### src/tbl_access_map.svh
`ifndef TBL_ACCESS_MAP_SVH
`define TBL_ACCESS_MAP_SVH

// table page register width and layout
`define TBL_PAGE_W 8
`define TBL_PAGE_RST 8'h00
`define TBL_CFG_BIT 7
`define TBL_PAGE_MSB 6

// data word and program word widths
`define TBL_DATA_W 16
`define TBL_PWORD_W 24
`define TBL_EA_W 16
`define TBL_WADDR_W 22

// byte positions inside a program word
`define TBL_B0_LSB 0
`define TBL_B1_LSB 8
`define TBL_B2_LSB 16

// byte lane masks toward the array
`define TBL_MASK_NONE 3'h0
`define TBL_MASK_B0 3'h1
`define TBL_MASK_B1 3'h2
`define TBL_MASK_LOW 3'h3
`define TBL_MASK_B2 3'h4

// program counter
`define TBL_PC_W 24
`define TBL_PC_RST 24'h000000
`define TBL_PC_STEP 24'h000002

`endif

### src/tbl_access_pkg.sv
`include "tbl_access_map.svh"

package tbl_access_pkg;

  // table instruction kinds
  typedef enum logic [1:0] {
    OP_READ_LOW = 2'h0,
    OP_READ_HIGH = 2'h1,
    OP_WRITE_LOW = 2'h2,
    OP_WRITE_HIGH = 2'h3
  } tbl_op_t;

  // one table request from the core
  typedef struct packed {
    tbl_op_t op;
    logic byte_mode;
    logic [`TBL_EA_W-1:0] ea;
    logic [`TBL_DATA_W-1:0] wdata;
  } tbl_req_t;

  // one access toward the program array
  typedef struct packed {
    logic we;
    logic cfg;
    logic [`TBL_WADDR_W-1:0] addr;
    logic [`TBL_PWORD_W-1:0] wdata;
    logic [2:0] wmask;
  } mem_cmd_t;

endpackage : tbl_access_pkg

### src/program_space_table_access.sv
`timescale 1ns/1ps
`default_nettype none
`include "tbl_access_map.svh"

module program_space_table_access (
  input wire logic core_clk_i, // system clock
  input wire logic resetn_i, // async reset, active low
  input wire logic req_valid_i, // core issues a table op
  input wire tbl_access_pkg::tbl_req_t req_i, // table request
  output logic req_ready_o, // unit idle, request taken
  output logic resp_valid_o, // op finished, one cycle
  output logic [`TBL_DATA_W-1:0] rdata_o, // read result
  input wire logic page_we_i, // write table page register
  input wire logic [`TBL_PAGE_W-1:0] page_wdata_i, // new page
  output logic [`TBL_PAGE_W-1:0] page_o, // table page register
  input wire logic pc_load_i, // load program counter
  input wire logic [`TBL_PC_W-1:0] pc_load_val_i, // load value
  input wire logic pc_step_i, // advance to next word
  output logic [`TBL_PC_W-1:0] pc_o, // program counter
  output logic mem_req_o, // array access request
  output tbl_access_pkg::mem_cmd_t mem_cmd_o, // array command
  input wire logic mem_ack_i, // array access done
  input wire logic [`TBL_PWORD_W-1:0] mem_rdata_i // array data
);
  import tbl_access_pkg::*;

  // access sequencer states
  typedef enum logic [2:0] {
    ST_IDLE = 3'b001,
    ST_ACCESS = 3'b010,
    ST_DONE = 3'b100
  } tbl_state_t;

  tbl_state_t state_r; // current state
  tbl_state_t state_nxt; // next state
  tbl_req_t req_r; // captured request
  mem_cmd_t cmd_r; // captured array command
  logic [`TBL_PAGE_W-1:0] page_r; // table page register
  logic [`TBL_PAGE_W-1:0] page_nxt; // page next value
  logic [`TBL_DATA_W-1:0] rdata_r; // read result register
  logic [`TBL_PC_W-1:0] pc_r; // program counter
  logic [`TBL_PC_W-1:0] pc_nxt; // counter next value

  // handshake decode
  wire accept = req_valid_i && (state_r == ST_IDLE);
  wire acked = mem_ack_i && (state_r == ST_ACCESS);
  wire is_write = req_i.op[1]; // write forms
  wire is_read_r = !req_r.op[1]; // captured op reads

  // byte select only counts in byte mode
  wire bsel_in = req_i.byte_mode & req_i.ea[0];
  wire bsel_r = req_r.byte_mode & req_r.ea[0];

  // word address: page low bits above ea bits 15..1
  // both halves share this index, so one row serves both
  wire [`TBL_WADDR_W-1:0] waddr =
    {page_r[`TBL_PAGE_MSB:0], req_i.ea[`TBL_EA_W-1:1]};
  // space select from the page top bit
  wire cfg_sel = page_r[`TBL_CFG_BIT];

  // lane data and enables for writes
  wire [`TBL_PWORD_W-1:0] wr_pdata; // write data on lanes
  wire [2:0] wr_mask; // write lane enables

  tbl_write_lane u_wlane (
    .op_i(req_i.op),
    .byte_mode_i(req_i.byte_mode),
    .bsel_i(bsel_in),
    .wdata_i(req_i.wdata),
    .pdata_o(wr_pdata),
    .mask_o(wr_mask)
  );

  // read data formatting from the array word
  wire [`TBL_DATA_W-1:0] rd_fmt; // formatted read word

  tbl_read_format u_rfmt (
    .op_i(req_r.op),
    .byte_mode_i(req_r.byte_mode),
    .bsel_i(bsel_r),
    .pword_i(mem_rdata_i),
    .data_o(rd_fmt)
  );

  // reads never enable lanes
  wire [2:0] cmd_mask = is_write ? wr_mask : `TBL_MASK_NONE;
  // next command built at acceptance, one driver for the whole word
  mem_cmd_t cmd_new; // command for a new request
  assign cmd_new = '{
    we: is_write,
    cfg: cfg_sel,
    addr: waddr,
    wdata: wr_pdata,
    wmask: cmd_mask
  };

  // sequencer next state
  always_comb begin
    state_nxt = state_r;
    case (state_r)
      ST_IDLE: begin
        // wait for a request
        if (req_valid_i) begin
          state_nxt = ST_ACCESS;
        end
      end
      ST_ACCESS: begin
        // hold until the array answers
        if (mem_ack_i) begin
          state_nxt = ST_DONE;
        end
      end
      ST_DONE: begin
        // answer for one cycle
        state_nxt = ST_IDLE;
      end
      default: begin
        state_nxt = ST_IDLE;
      end
    endcase
  end

  // page register: written by the core any time;
  // a request uses the value standing when accepted
  assign page_nxt = page_we_i ? page_wdata_i : page_r;

  // counter steps by two: word address is half the data address
  assign pc_nxt = pc_load_i ? pc_load_val_i :
    (pc_step_i ? pc_r + `TBL_PC_STEP : pc_r);

  // state and control registers
  always_ff @(posedge core_clk_i or negedge resetn_i) begin
    if (!resetn_i) begin
      state_r <= ST_IDLE;
      page_r <= `TBL_PAGE_RST;
      pc_r <= `TBL_PC_RST;
    end else begin
      state_r <= state_nxt;
      page_r <= page_nxt;
      pc_r <= pc_nxt;
    end
  end

  // request and command capture
  always_ff @(posedge core_clk_i or negedge resetn_i) begin
    if (!resetn_i) begin
      req_r <= '0;
      cmd_r <= '0;
    end else if (accept) begin
      req_r <= req_i;
      cmd_r <= cmd_new;
    end
  end

  // read result capture on the array answer
  always_ff @(posedge core_clk_i or negedge resetn_i) begin
    if (!resetn_i) begin
      rdata_r <= '0;
    end else if (acked && is_read_r) begin
      rdata_r <= rd_fmt;
    end
  end

  // outputs
  assign req_ready_o = (state_r == ST_IDLE);
  assign resp_valid_o = (state_r == ST_DONE);
  assign rdata_o = rdata_r;
  assign page_o = page_r;
  assign pc_o = pc_r;
  assign mem_req_o = (state_r == ST_ACCESS);
  assign mem_cmd_o = cmd_r;
endmodule : program_space_table_access

`default_nettype wire

### src/tbl_read_format.sv
`timescale 1ns/1ps
`default_nettype none
`include "tbl_access_map.svh"

module tbl_read_format (
  input wire tbl_access_pkg::tbl_op_t op_i, // table operation
  input wire logic byte_mode_i, // byte transfer
  input wire logic bsel_i, // byte select
  input wire logic [`TBL_PWORD_W-1:0] pword_i, // program word
  output logic [`TBL_DATA_W-1:0] data_o // destination word
);
  import tbl_access_pkg::*;

  // byte lanes of the program word
  wire [7:0] lane0 = pword_i[`TBL_B0_LSB +: 8];
  wire [7:0] lane1 = pword_i[`TBL_B1_LSB +: 8];
  wire [7:0] lane2 = pword_i[`TBL_B2_LSB +: 8];
  wire is_high = (op_i == OP_READ_HIGH);

  // low space: whole word or one selected byte
  wire [`TBL_DATA_W-1:0] low_word = {lane1, lane0};
  wire [7:0] low_byte = bsel_i ? lane1 : lane0;
  // high space: phantom byte always reads zero
  wire [7:0] high_byte = bsel_i ? 8'h00 : lane2;

  // word mode ignores the byte select
  wire [`TBL_DATA_W-1:0] low_res =
    byte_mode_i ? {8'h00, low_byte} : low_word;
  wire [`TBL_DATA_W-1:0] high_res =
    byte_mode_i ? {8'h00, high_byte} : {8'h00, lane2};

  assign data_o = is_high ? high_res : low_res;

endmodule : tbl_read_format

`default_nettype wire

### src/tbl_write_lane.sv
`timescale 1ns/1ps
`default_nettype none
`include "tbl_access_map.svh"

module tbl_write_lane (
  input wire tbl_access_pkg::tbl_op_t op_i, // table operation
  input wire logic byte_mode_i, // byte transfer
  input wire logic bsel_i, // byte select
  input wire logic [`TBL_DATA_W-1:0] wdata_i, // source data
  output logic [`TBL_PWORD_W-1:0] pdata_o, // data on lanes
  output logic [2:0] mask_o // lane enables
);
  import tbl_access_pkg::*;

  wire [7:0] src_lo = wdata_i[7:0];
  wire is_high = (op_i == OP_WRITE_HIGH);

  // source byte lands on the lane it addresses
  wire [7:0] lane1 = byte_mode_i ? src_lo : wdata_i[15:8];
  assign pdata_o = {src_lo, lane1, src_lo};

  // low space lanes
  wire [2:0] low_byte_m = bsel_i ? `TBL_MASK_B1 : `TBL_MASK_B0;
  wire [2:0] low_m = byte_mode_i ? low_byte_m : `TBL_MASK_LOW;
  // high space: phantom byte writes nothing
  wire [2:0] high_m = (byte_mode_i && bsel_i) ? `TBL_MASK_NONE : `TBL_MASK_B2;

  assign mask_o = is_high ? high_m : low_m;

endmodule : tbl_write_lane

`default_nettype wire
### config.mk
export PLATFORM = sky130hd
export DESIGN_NAME = program_space_table_access
export DESIGN_NICKNAME = d
export VERILOG_FILES = /design/src/tbl_access_pkg.sv /design/src/program_space_table_access.sv /design/src/tbl_read_format.sv /design/src/tbl_write_lane.sv
export VERILOG_INCLUDE_DIRS = /design/src
export SDC_FILE = /design/constraint.sdc
export NUM_CORES = 1
export LEC_CHECK = 0
export ABC_AREA = 1
export BUFFER_PORTS_ARGS = -buffer_cell sky130_fd_sc_hd__buf_4
export CAP_MARGIN = 0
export CORE_MARGIN = 2
export CORE_UTILIZATION = 45
export DETAILED_ROUTE_END_ITERATION = 10
export PLACE_DENSITY = 0.76
export SYNTH_ARGS = -nofsm -noshare
export SYNTH_HDL_FRONTEND = slang
export SYNTH_SLANG_ARGS = --single-unit
### constraint.sdc
create_clock -name core_clk_i -period 3.1 [get_ports core_clk_i]
set_input_delay 0.155 -clock core_clk_i [delete_from_list [all_inputs] [get_ports core_clk_i]]
set_output_delay 0.155 -clock core_clk_i [all_outputs]
set_load 0.01 [all_outputs]
# Word-level counts from Yosys, hierarchy flattened

Index checks and enable logic that the tools add are counted.

$add $sub $neg: 1
Multiply operators: 0
Div/mod/pow operators: 0
Order comparisons: 0
Eq/ne operators: 7
Shift operators: 0
Muxes and demuxes: 16
Bitwise logic cells: 2
Reductions and logical operators: 7

Operators by type and width:

| operator                | count |
|---|---|
| $mux W24                | 2 |
| $mux W16                | 2 |
| $mux W8                 | 4 |
| $add A24 B2 Y24 const B | 1 |
| $mux W3                 | 6 |
| $pmux W3 S2             | 1 |
| $logic_and A1 B1 Y1     | 4 |
| $eq A3 B1 Y1 const B    | 1 |
| $eq A3 B2 Y1 const B    | 1 |
| $eq A3 B3 Y1 const B    | 1 |
| $and A1 B1 Y1           | 2 |
| $eq A2 B1 Y1 const B    | 1 |
| $eq A2 B2 Y1 const B    | 1 |
| $mux W2                 | 1 |
| $ne A2 B1 Y1 const B    | 1 |
| $ne A2 B2 Y1 const B    | 1 |
| $reduce_and A2 Y1       | 1 |
| $reduce_bool A2 Y1      | 1 |
| $logic_not A1 Y1        | 1 |

Flip-flop bits (word level): 106
Bits in latches: 0
Bits in writable memories: 0
Bits in read-only memories: 0
Input port bits: 98
Output and inout port bits: 102
Memories: 0

# Depth between registers and ports, before layout

Gate-level depths: netlist (run 1).

Depth in word-level cells: 5
Gate-level depth with buffers: 9
Gate-level depth less buffers: 9

# Modules after synthesis

Synthesis (run 1) repeated with hierarchy kept, for this count alone.

Cell total of the unflattened synthesis: 699
Area, all modules: 5385.2 sq um

Modules (own cells, without submodules):

| module                     | instances | cells an instance | area each (sq um) | sequential area each (sq um) |
|---|---|---|---|---|
| program_space_table_access | 1         | 576               | 4742.0            | 2628.8 |
| tbl_read_format            | 1         | 73                | 384.1             | 0.0 |
| tbl_write_lane             | 1         | 50                | 259.0             | 0.0 |

# Least setup slack after synthesis (run 1)

OpenSTA, ideal clock, no wires.

Path type: register to register
Start: reg pc_r[1] (netlist: pc_o[1])
End: reg pc_r[23] (netlist: pc_o[23])
Library setup time: 0.121 ns
Arrival time: 1.263 ns
Slack: 1.716 ns
Cell stages (with the launch flop): 9
Buffers on the path: 0
Period minus slack after synthesis: 1.384 ns
Cell sequence: dfrtp_1 -> ha_1 -> nand2_1 -> nor2_2 -> nand2_1 -> nor2_2 -> nand3_1 -> nand3_1 -> nand2_1

Word-level cells in the longest chain between the ends: 3

Ends and longest elaborated chain:

| element                          | RTL line                          | RTL |
|---|---|---|
| from (decl)                      | program_space_table_access.sv:41  | `` logic [`TBL_PC_W-1:0] pc_r; `` |
| from (signal assigned)           | program_space_table_access.sv:136 | `` pc_r <= `TBL_PC_RST; `` |
| from (signal assigned)           | program_space_table_access.sv:140 | `pc_r <= pc_nxt;` |
| $add A24 B2 Y24 (no source line) | --                                |  |
| $mux W24                         | program_space_table_access.sv:129 | `` (pc_step_i ? pc_r + `TBL_PC_STEP : pc_r); `` |
| $mux W24                         | program_space_table_access.sv:128 | `assign pc_nxt = pc_load_i ? pc_load_val_i :` |

No other way between the ends. The select of a mux whose other input is x is not followed.
A chain may end at the register's enable or synchronous reset.

# Worst setup path in the final report (run 1)

Start: reg req_r[34] (netlist bit)
End: reg rdata_r[8] (netlist: rdata_o[8])

Word-level cells in the longest chain between the ends: 2

Ends and longest elaborated chain:

| element                                          | RTL line                                                 | RTL |
|---|---|---|
| from (decl)                                      | program_space_table_access.sv:36                         | `tbl_req_t req_r;` |
| from (signal assigned)                           | program_space_table_access.sv:150                        | `req_r <= req_i;` |
| $eq A2 B1 Y1 or $logic_not A1 Y1 (tied branches) | tbl_read_format.sv:18, program_space_table_access.sv:48  |  |
| $mux W16 or $logic_and A1 B1 Y1 (tied branches)  | tbl_read_format.sv:32, program_space_table_access.sv:159 |  |
| to (signal assigned)                             | program_space_table_access.sv:160                        | `rdata_r <= rd_fmt;` |
| to (decl)                                        | program_space_table_access.sv:40                         | `` logic [`TBL_DATA_W-1:0] rdata_r; `` |

Parallel ways exist; a longest one is shown, timed or not.

==> flow_summary.ini, run 1 <==
[global_routing]
track_usage_pct = 24.18
grt_max_degree = 49
grt-ovfl-total = 0
grt_pass1_vias = 4557
grt_pass1_wl_mm = 21.80
grt_antenna_before_repair = 0

[detailed_routing]
drcViolationCount = 0
first_pass_iters = 5
vias = 4769
drt_iter0_markers = 261
totalWireLength_mm = 13.50
ant_nets = 0
viasPerCell = 5.090
wl_per_cell_um = 14.40

[finish]
fin_nets = 895
diodes = 0
postLayoutCellArea_sq_um = 6783
area_delta_synth_final_pct = 44.02
post_route_cells_drive_above_1_share_pct = 29.71
fin_cells = 937

[synthesis]
synth_top_family_by_area = simple AND/OR/NAND/NOR gates
synth-compound-area-share_pct = 12.59
synth_mux_area_share_pct = 0
syn-instance-count = 577
synthesis.area_sq_um = 4710
yosys_register_bits = 97
synth_common_cells = nand2_1 (181), dfrtp_1 (96), o21ai_0 (54), inv_1 (50), nand3_1 (43)
synth_warnings = 0
synth_area_leaders = dfrtp_1 (51%), nand2_1 (14%), o21ai_0 (5.7%), nand3_1 (4.6%), inv_1 (4.0%)
yosysTopAreaCellShare_pct = 51.01
syn-num-nets = 676
synthFlopType = dfrtp_1
synthAdderAreaFrac_pct = 0.2657
netlist-cell-type-count = 29
synth_xor_area_share_pct = 1.116
synth-edff-count = 0
yosys.area.top_type = dfrtp_1
syn-mean-instance-area_sq_um = 8.162
synthSimpleGateAreaFrac_pct = 25.53
yosysSeqAreaShare_pct = 51.57
yosysMostFrequentCell = nand2_1
synthArstFlopShare_pct = 100.0

[power]
p_leak_nw = 3.431
ir_worst_vdd_uv = 455.2
power.density_nw_per_um2 = 750.7

[timing]
setup_viol = 0
fin_crit_sh_pct = 58.69
finClkSkew_ps = 11.55
post-route-min-period_ps = 1819
hold_viol = 0
rsz0062_at_grt = no
worst_slack_ps = 1281
final.setup.tns_ps = 0
fmax_ghz = 0.5497
relSlewSlack_pct = 37.66
worstMarginPinSlew_ps = 932.1
slew_violations = 0

[place]
io_buffers = 199
place_congestion = 0.8845
placed_cell_area_sq_um = 6187
dp_hpwl_mm = 9.662
dp_cells = 884
dp_slack_ps = 1306

[clock_network]
cts-root-buf = clkbuf_8
clk_path_buf_depth = 2
h-tree-depth = 3
post-cts-setup-buffers = 0
clk_pin_slew_ps = 100
insertion_delay_ps = 370
cts_tree = built
numCtsBuffers = 9
cts_sinks = 97

[worst_setup_path]
crit_chain = nor3_4 -> nand3_1 -> o21ai_0
endpoint_kind = register
critPathLaunchType = register
critPathSlowestCell = nor3_4
worstSetupPathType = reg2reg
worstPathArrival_ps = 2110
rr_worst_depth = 3
cp_max_fo = 32
worstPathRequired_ps = 3390
max_stage_delay_ps = 860

[run_status]
run_status = complete, no violations

[floorplan]
die_h_um = 106.3
coreArea_sq_um = 10230
rows = 37
dieWidth_um = 106.3
initial_core_util_pct = 46.03
ios = 200
dieArea_sq_um = 11300

[job]
drv_cap = 0

[hold_path]
hold_path_class = in2reg
worstHoldPathCells = 3
metrics by stage:
stage | power, mW | utilization (%) | hold slack, ps
4_1_cts | 5.121 | 66.30 | 3.551
3_5_place_dp | 4.141 | 60.47 | 217.1
5_1_grt | 5.441 | 66.30 | 19.80
6_report | 5.092 | 66.30 | 15.03
3_3_place_gp | 4.073 | 60.47 | 217.0
2_1_floorplan | 3.143 | - | -140.6
layout make-up:
class,instances,area [sq um]
clock buffers,9,123.9
clock inverters,7,101.3
fillers,852,3448
inverters,54,203.9
multi-input cells,394,1861
flip-flops and latches,97,2429
well taps,136,170.2
repair buffers,240,1894
worst max-delay path, delay by kind of cell (launching register included):
| family | cells | cell delay (ps) |
|---|---|---|
| flip-flops | 1 | 590 |
| AO/OA/AOI/OAI | 1 | 140 |
| AND/OR/NAND/NOR | 2 | 1010 |
worst paths after layout:
kind / startpoint / slack (ps) / to
setup / recovery: req_r[34] / 1280 / rdata_o[8]
hold / removal: pc_load_val_i[5] / 20 / pc_o[5]
setup reg to reg: req_r[34] / 1280 / rdata_o[8]
hold reg to reg: mem_cmd_o[31] / 490 / mem_cmd_o[31]
max in group asynchronous: resetn_i / 1940 / state_r[0]
min in group asynchronous: resetn_i / 340 / mem_cmd_o[25]
report_power, final:
group / switching [mW] / total [mW] / internal, mW
combinational: 1.09 / 2.08 / 0.993
clock: 0.466 / 0.929 / 0.463
sequential: 0.367 / 2.08 / 1.71
sequential cells by signal (all words and copies together), names as in the netlist:
register	count
mem_cmd_o	42
page_o	8
pc_o	24
rdata_o	16
req_r	4
state_r	3
routing by layer:
layer  GRT usage [%]  share of wire (%)  up-vias
met5               0                  0        -
met4           11.75                3.2        0
met3           3.066                5.7       30
li1                -                  -     2293
met1           30.08                 41     2252
met2           41.58                 50      194
cells by family (layout without fill, tap and decap cells):
logic type | Yosys count | count (layout)
xor+xnor | 6 | 6
fa+ha+maj | 1 | 1
buf+inv | 86 | 310
flops | 97 | 97
compound gates | 105 | 105
simple gates | 282 | 282
layout by cell type (no fill, tap or decap):
master | Yosys | routed
dlygate4sd3_1 | 0 | 37
nor3_1 | 1 | 1
dfrtp_1 | 96 | 96
clkbuf_8 | 0 | 9
clkinvlp_4 | 0 | 1
clkinv_4 | 0 | 1
ha_1 | 1 | 1
bufinv_16 | 0 | 2
clkinv_2 | 1 | 2
inv_2 | 1 | 1
nand3_2 | 1 | 1
nand2_1 | 181 | 181
a21oi_1 | 18 | 18
nor3_4 | 2 | 2
xor2_1 | 6 | 6
o21bai_1 | 4 | 4
o21ai_0 | 54 | 54
buf_4 | 14 | 203
nor2_2 | 6 | 6
nor2_1 | 37 | 37
clkinv_1 | 2 | 2
inv_1 | 50 | 50
a22oi_1 | 18 | 18
nand4_1 | 4 | 4
inv_6 | 0 | 1
dfstp_2 | 1 | 1
inv_8 | 0 | 1
nand2_2 | 4 | 4
nor2_4 | 3 | 3
nand3_1 | 43 | 43
o211ai_1 | 1 | 1
o22ai_1 | 8 | 8
o21ai_1 | 2 | 2
timing repair:
action / CTS / global route
resized for setup: 0 / 0
hold buffers: 37 / 0
endpoints found under the hold margin: 83 / 0
(Power assumes the default switching activity.)
==> inputs of run 2 (changes only) <==
- ABC_AREA: 1 -> 0
- PLACE_DENSITY: 0.76 -> 0.77
- clock period: 3.1 -> 1.7 ns (I/O delays scaled with it)
==> run 2 against run 1 <==
  * Die area shrank 6.9%
  * Critical endpoint is now pc_o[15]
  * Total power grew 83%
  * Synthesized area is 7.2% lower
  * Combinational power grew 100%
  * Highest routed layer unchanged
  * Sequential share of layout area decreased by 1.7 points
  * Clock skew up 3.8 ps
  * Worst setup slack got worse by 1300 ps
  * Sequential power is 72% higher
  * Routed wire length decreased by 4.0%
  * Non-clock buffer count grew 58
  * Flip-flop and latch count unchanged
  * Synthesized cell count fell by 33%
==> flow_summary.ini, run 2 <==
[place]
io_buffers = 199
dp_hpwl_mm = 8.485
place_congestion = 0.8926
placed_cell_area_sq_um = 6185

[worst_setup_path]
rr_worst_depth = 6
path_delay_family = simple AND/OR/NAND/NOR gates
worstPathRequired_ps = 1980
r2r_end = pc_o[15]
endpoint_kind = register
critPathSlowestCell = or3_4
worstSetupPathType = reg2reg
worstPathArrival_ps = 1970
critPathLaunchType = register
max_stage_delay_ps = 440
cp_max_fo = 8
reg2reg_from = pc_o[1]
ff2ff_setup_slack_ps = 6
crit_chain = ha_4 -> nand2_2 -> or3_4 -> buf_6 -> or3_1 -> a31oi_1
cp_num_buf_inv = 1

[power]
ir_worst_vdd_uv = 588.5
switchingPower_mw = 3.072
power.density_nw_per_um2 = 1309
p_int_mw = 6.268
p_sw_share_pct = 32.89
clkPwrFrac_pct = 16.3
p_leak_nw = 3.347
combinationalPowerShare_pct = 45.3
pwr-share-seq_pct = 38.4

[hold_path]
worstHoldStart = mem_rdata_i[11]
min_to = rdata_o[11]
hold_path_class = in2reg
worstHoldPathCells = 3

[clock_network]
numCtsBuffers = 9
cts-root-buf = clkbuf_8
cts_tree = built
h-tree-depth = 3
clk_path_buf_depth = 2
insertion_delay_ps = 350
cts_sinks = 97
clk_pin_slew_ps = 100

[timing]
fin_crit_sh_pct = 99.67
worstMarginPinSlew_ps = 529.2
fmax_ghz = 0.5902
hold_viol = 0
rsz0062_at_grt = yes
relSlewSlack_pct = 64.72
post-route-min-period_ps = 1694
setup_viol = 0
finClkSkew_ps = 15.39
slew_violations = 0
hold_ws_ps = 12.97

[synthesis]
synthFlopType = dfrtp_1
synthArstFlopShare_pct = 100.0
synth_area_leaders = dfrtp_1 (55%), mux2_2 (11%), nand2_1 (4.1%), mux2i_1 (3.9%), o21ai_0 (3.7%)
netlist-cell-type-count = 39
syn-num-nets = 488
syn-instance-count = 389
yosys.area.top_type = dfrtp_1
synth-edff-count = 0
yosysSeqAreaShare_pct = 55.57
yosys_register_bits = 97
syn-mean-instance-area_sq_um = 11.24
yosysMostFrequentCell = dfrtp_1
yosysTopAreaCellShare_pct = 54.97
synth_common_cells = dfrtp_1 (96), nand2_1 (48), mux2_2 (44), o21ai_0 (32), nor2_1 (19)
synth_warnings = 0
synthesis.area_sq_um = 4370

[global_routing]
track_usage_pct = 23.87
grt_antenna_before_repair = 0
grt_pass1_vias = 4153
grt_pass1_wl_mm = 19.54
grt-ovfl-total = 0
grt_max_degree = 98

[finish]
postLayoutCellArea_sq_um = 7136
utilization_pct = 76.50
fillers = 608
largest_reg_flops = 42
area_delta_synth_final_pct = 63.27
post_route_cells_drive_above_1_share_pct = 46.36
multi_input_area_sq_um = 1819
regArea_sq_um = 2436
final_common_cell = buf_4
mostFrequentLayoutCells = buf_4 (227), dfrtp_1 (90), dlygate4sd3_1 (64)
fin_nets = 768
diodes = 0

[floorplan]
initial_core_util_pct = 46.85
rows = 35
coreArea_sq_um = 9328
die_h_um = 102.6
ios = 200
dieWidth_um = 102.6
dieArea_sq_um = 10520

[detailed_routing]
first_pass_iters = 4
wl_per_cell_um = 16.16
drt_iter0_markers = 166
ant_nets = 0
totalWireLength_mm = 12.96
drcViolationCount = 0
vias = 4104
viasPerCell = 5.117

[job]
drv_cap = 0

[run_status]
run_status = complete, no violations
-- run 2: cell families after synthesis --
family          count (synthesis)  share of synthesized area, %
simple gates                  113                         13.08
flops                          97                         55.57
compound gates                 68                         9.362
mux                            61                         15.23
buf+inv                        38                         4.265
xor+xnor                       11                         2.204
fa+ha+maj                       1                        0.2862
-- run 2: timing repair --
action                                 CTS  global route
endpoints found under the hold margin  159             0
cloned                                   0             3
setup endpoints to repair                7            38
setup buffers                            0             3
pin swaps                                1            14
hold buffers                            64             0
resized for setup                        2             5
-- run 2: worst register-to-register path: stages, from the launching register on --
cell and delay (ps):
dfrtp_2 410, ha_4 150, nand2_2 50, or3_4 440
buf_6 140, or3_1 310, a31oi_1 140
-- run 2: area by class of cell --
class                           instances  area share [%]
Timing Repair Buffer                  298           34.84
Sequential cell                        97           34.14
Multi-Input combinational cell        255           25.50
Tap cell                              129           2.262
Clock buffer                           11           2.122
Clock inverter                          4          0.7189
Inverter                                8          0.4208
-- run 2: metal layers --
layer / wire (um) / up-vias / global-route usage, %
li1: - / 1932 / -
met3: 924 / 21 / 5.220
met2: 6836 / 173 / 43.84
met1: 4974 / 1978 / 27.90
met5: 0 / - / 0
met4: 226 / 0 / 7.179
-- run 2: power groups by stage --
stage | logic (mW) | registers [mW] | clock network [mW]
2_1_floorplan | 1.68 | 3.94 | 0
3_3_place_gp | 3.88 | 3.59 | 0
3_5_place_dp | 3.98 | 3.63 | 0
4_1_cts | 4.11 | 3.58 | 1.57
5_1_grt | 4.57 | 3.70 | 1.66
6_report | 4.23 | 3.58 | 1.52
-- run 2: stage by stage --
stage | power (mW) | worst slack [ps] | TNS [ps] | instances
6_report | 9.340 | 5.627 | 0 | 802
5_1_grt | 9.924 | -60.22 | -158.2 | 802
4_1_cts | 9.263 | -13.09 | -13.09 | 796
3_5_place_dp | 7.615 | -116.7 | -441.1 | 717
3_3_place_gp | 7.465 | -56.21 | -87.16 | 717
2_1_floorplan | 5.615 | -87.91 | -515.9 | 389
-- run 2: how the worst max path moves through the flow --
stage / slack (ps) / end / cells past startpoint / from
after floorplan: -90 / pc_o[20] / 5 / pc_o[3]
after global placement: -60 / pc_o[23] / 5 / pc_o[2]
after detailed placement: -120 / pc_o[23] / 5 / pc_o[2]
after CTS: -10 / pc_o[23] / 5 / pc_o[2]
after global routing: -60 / pc_o[15] / 6 / pc_o[1]
final: 6 / pc_o[15] / 6 / pc_o[1]
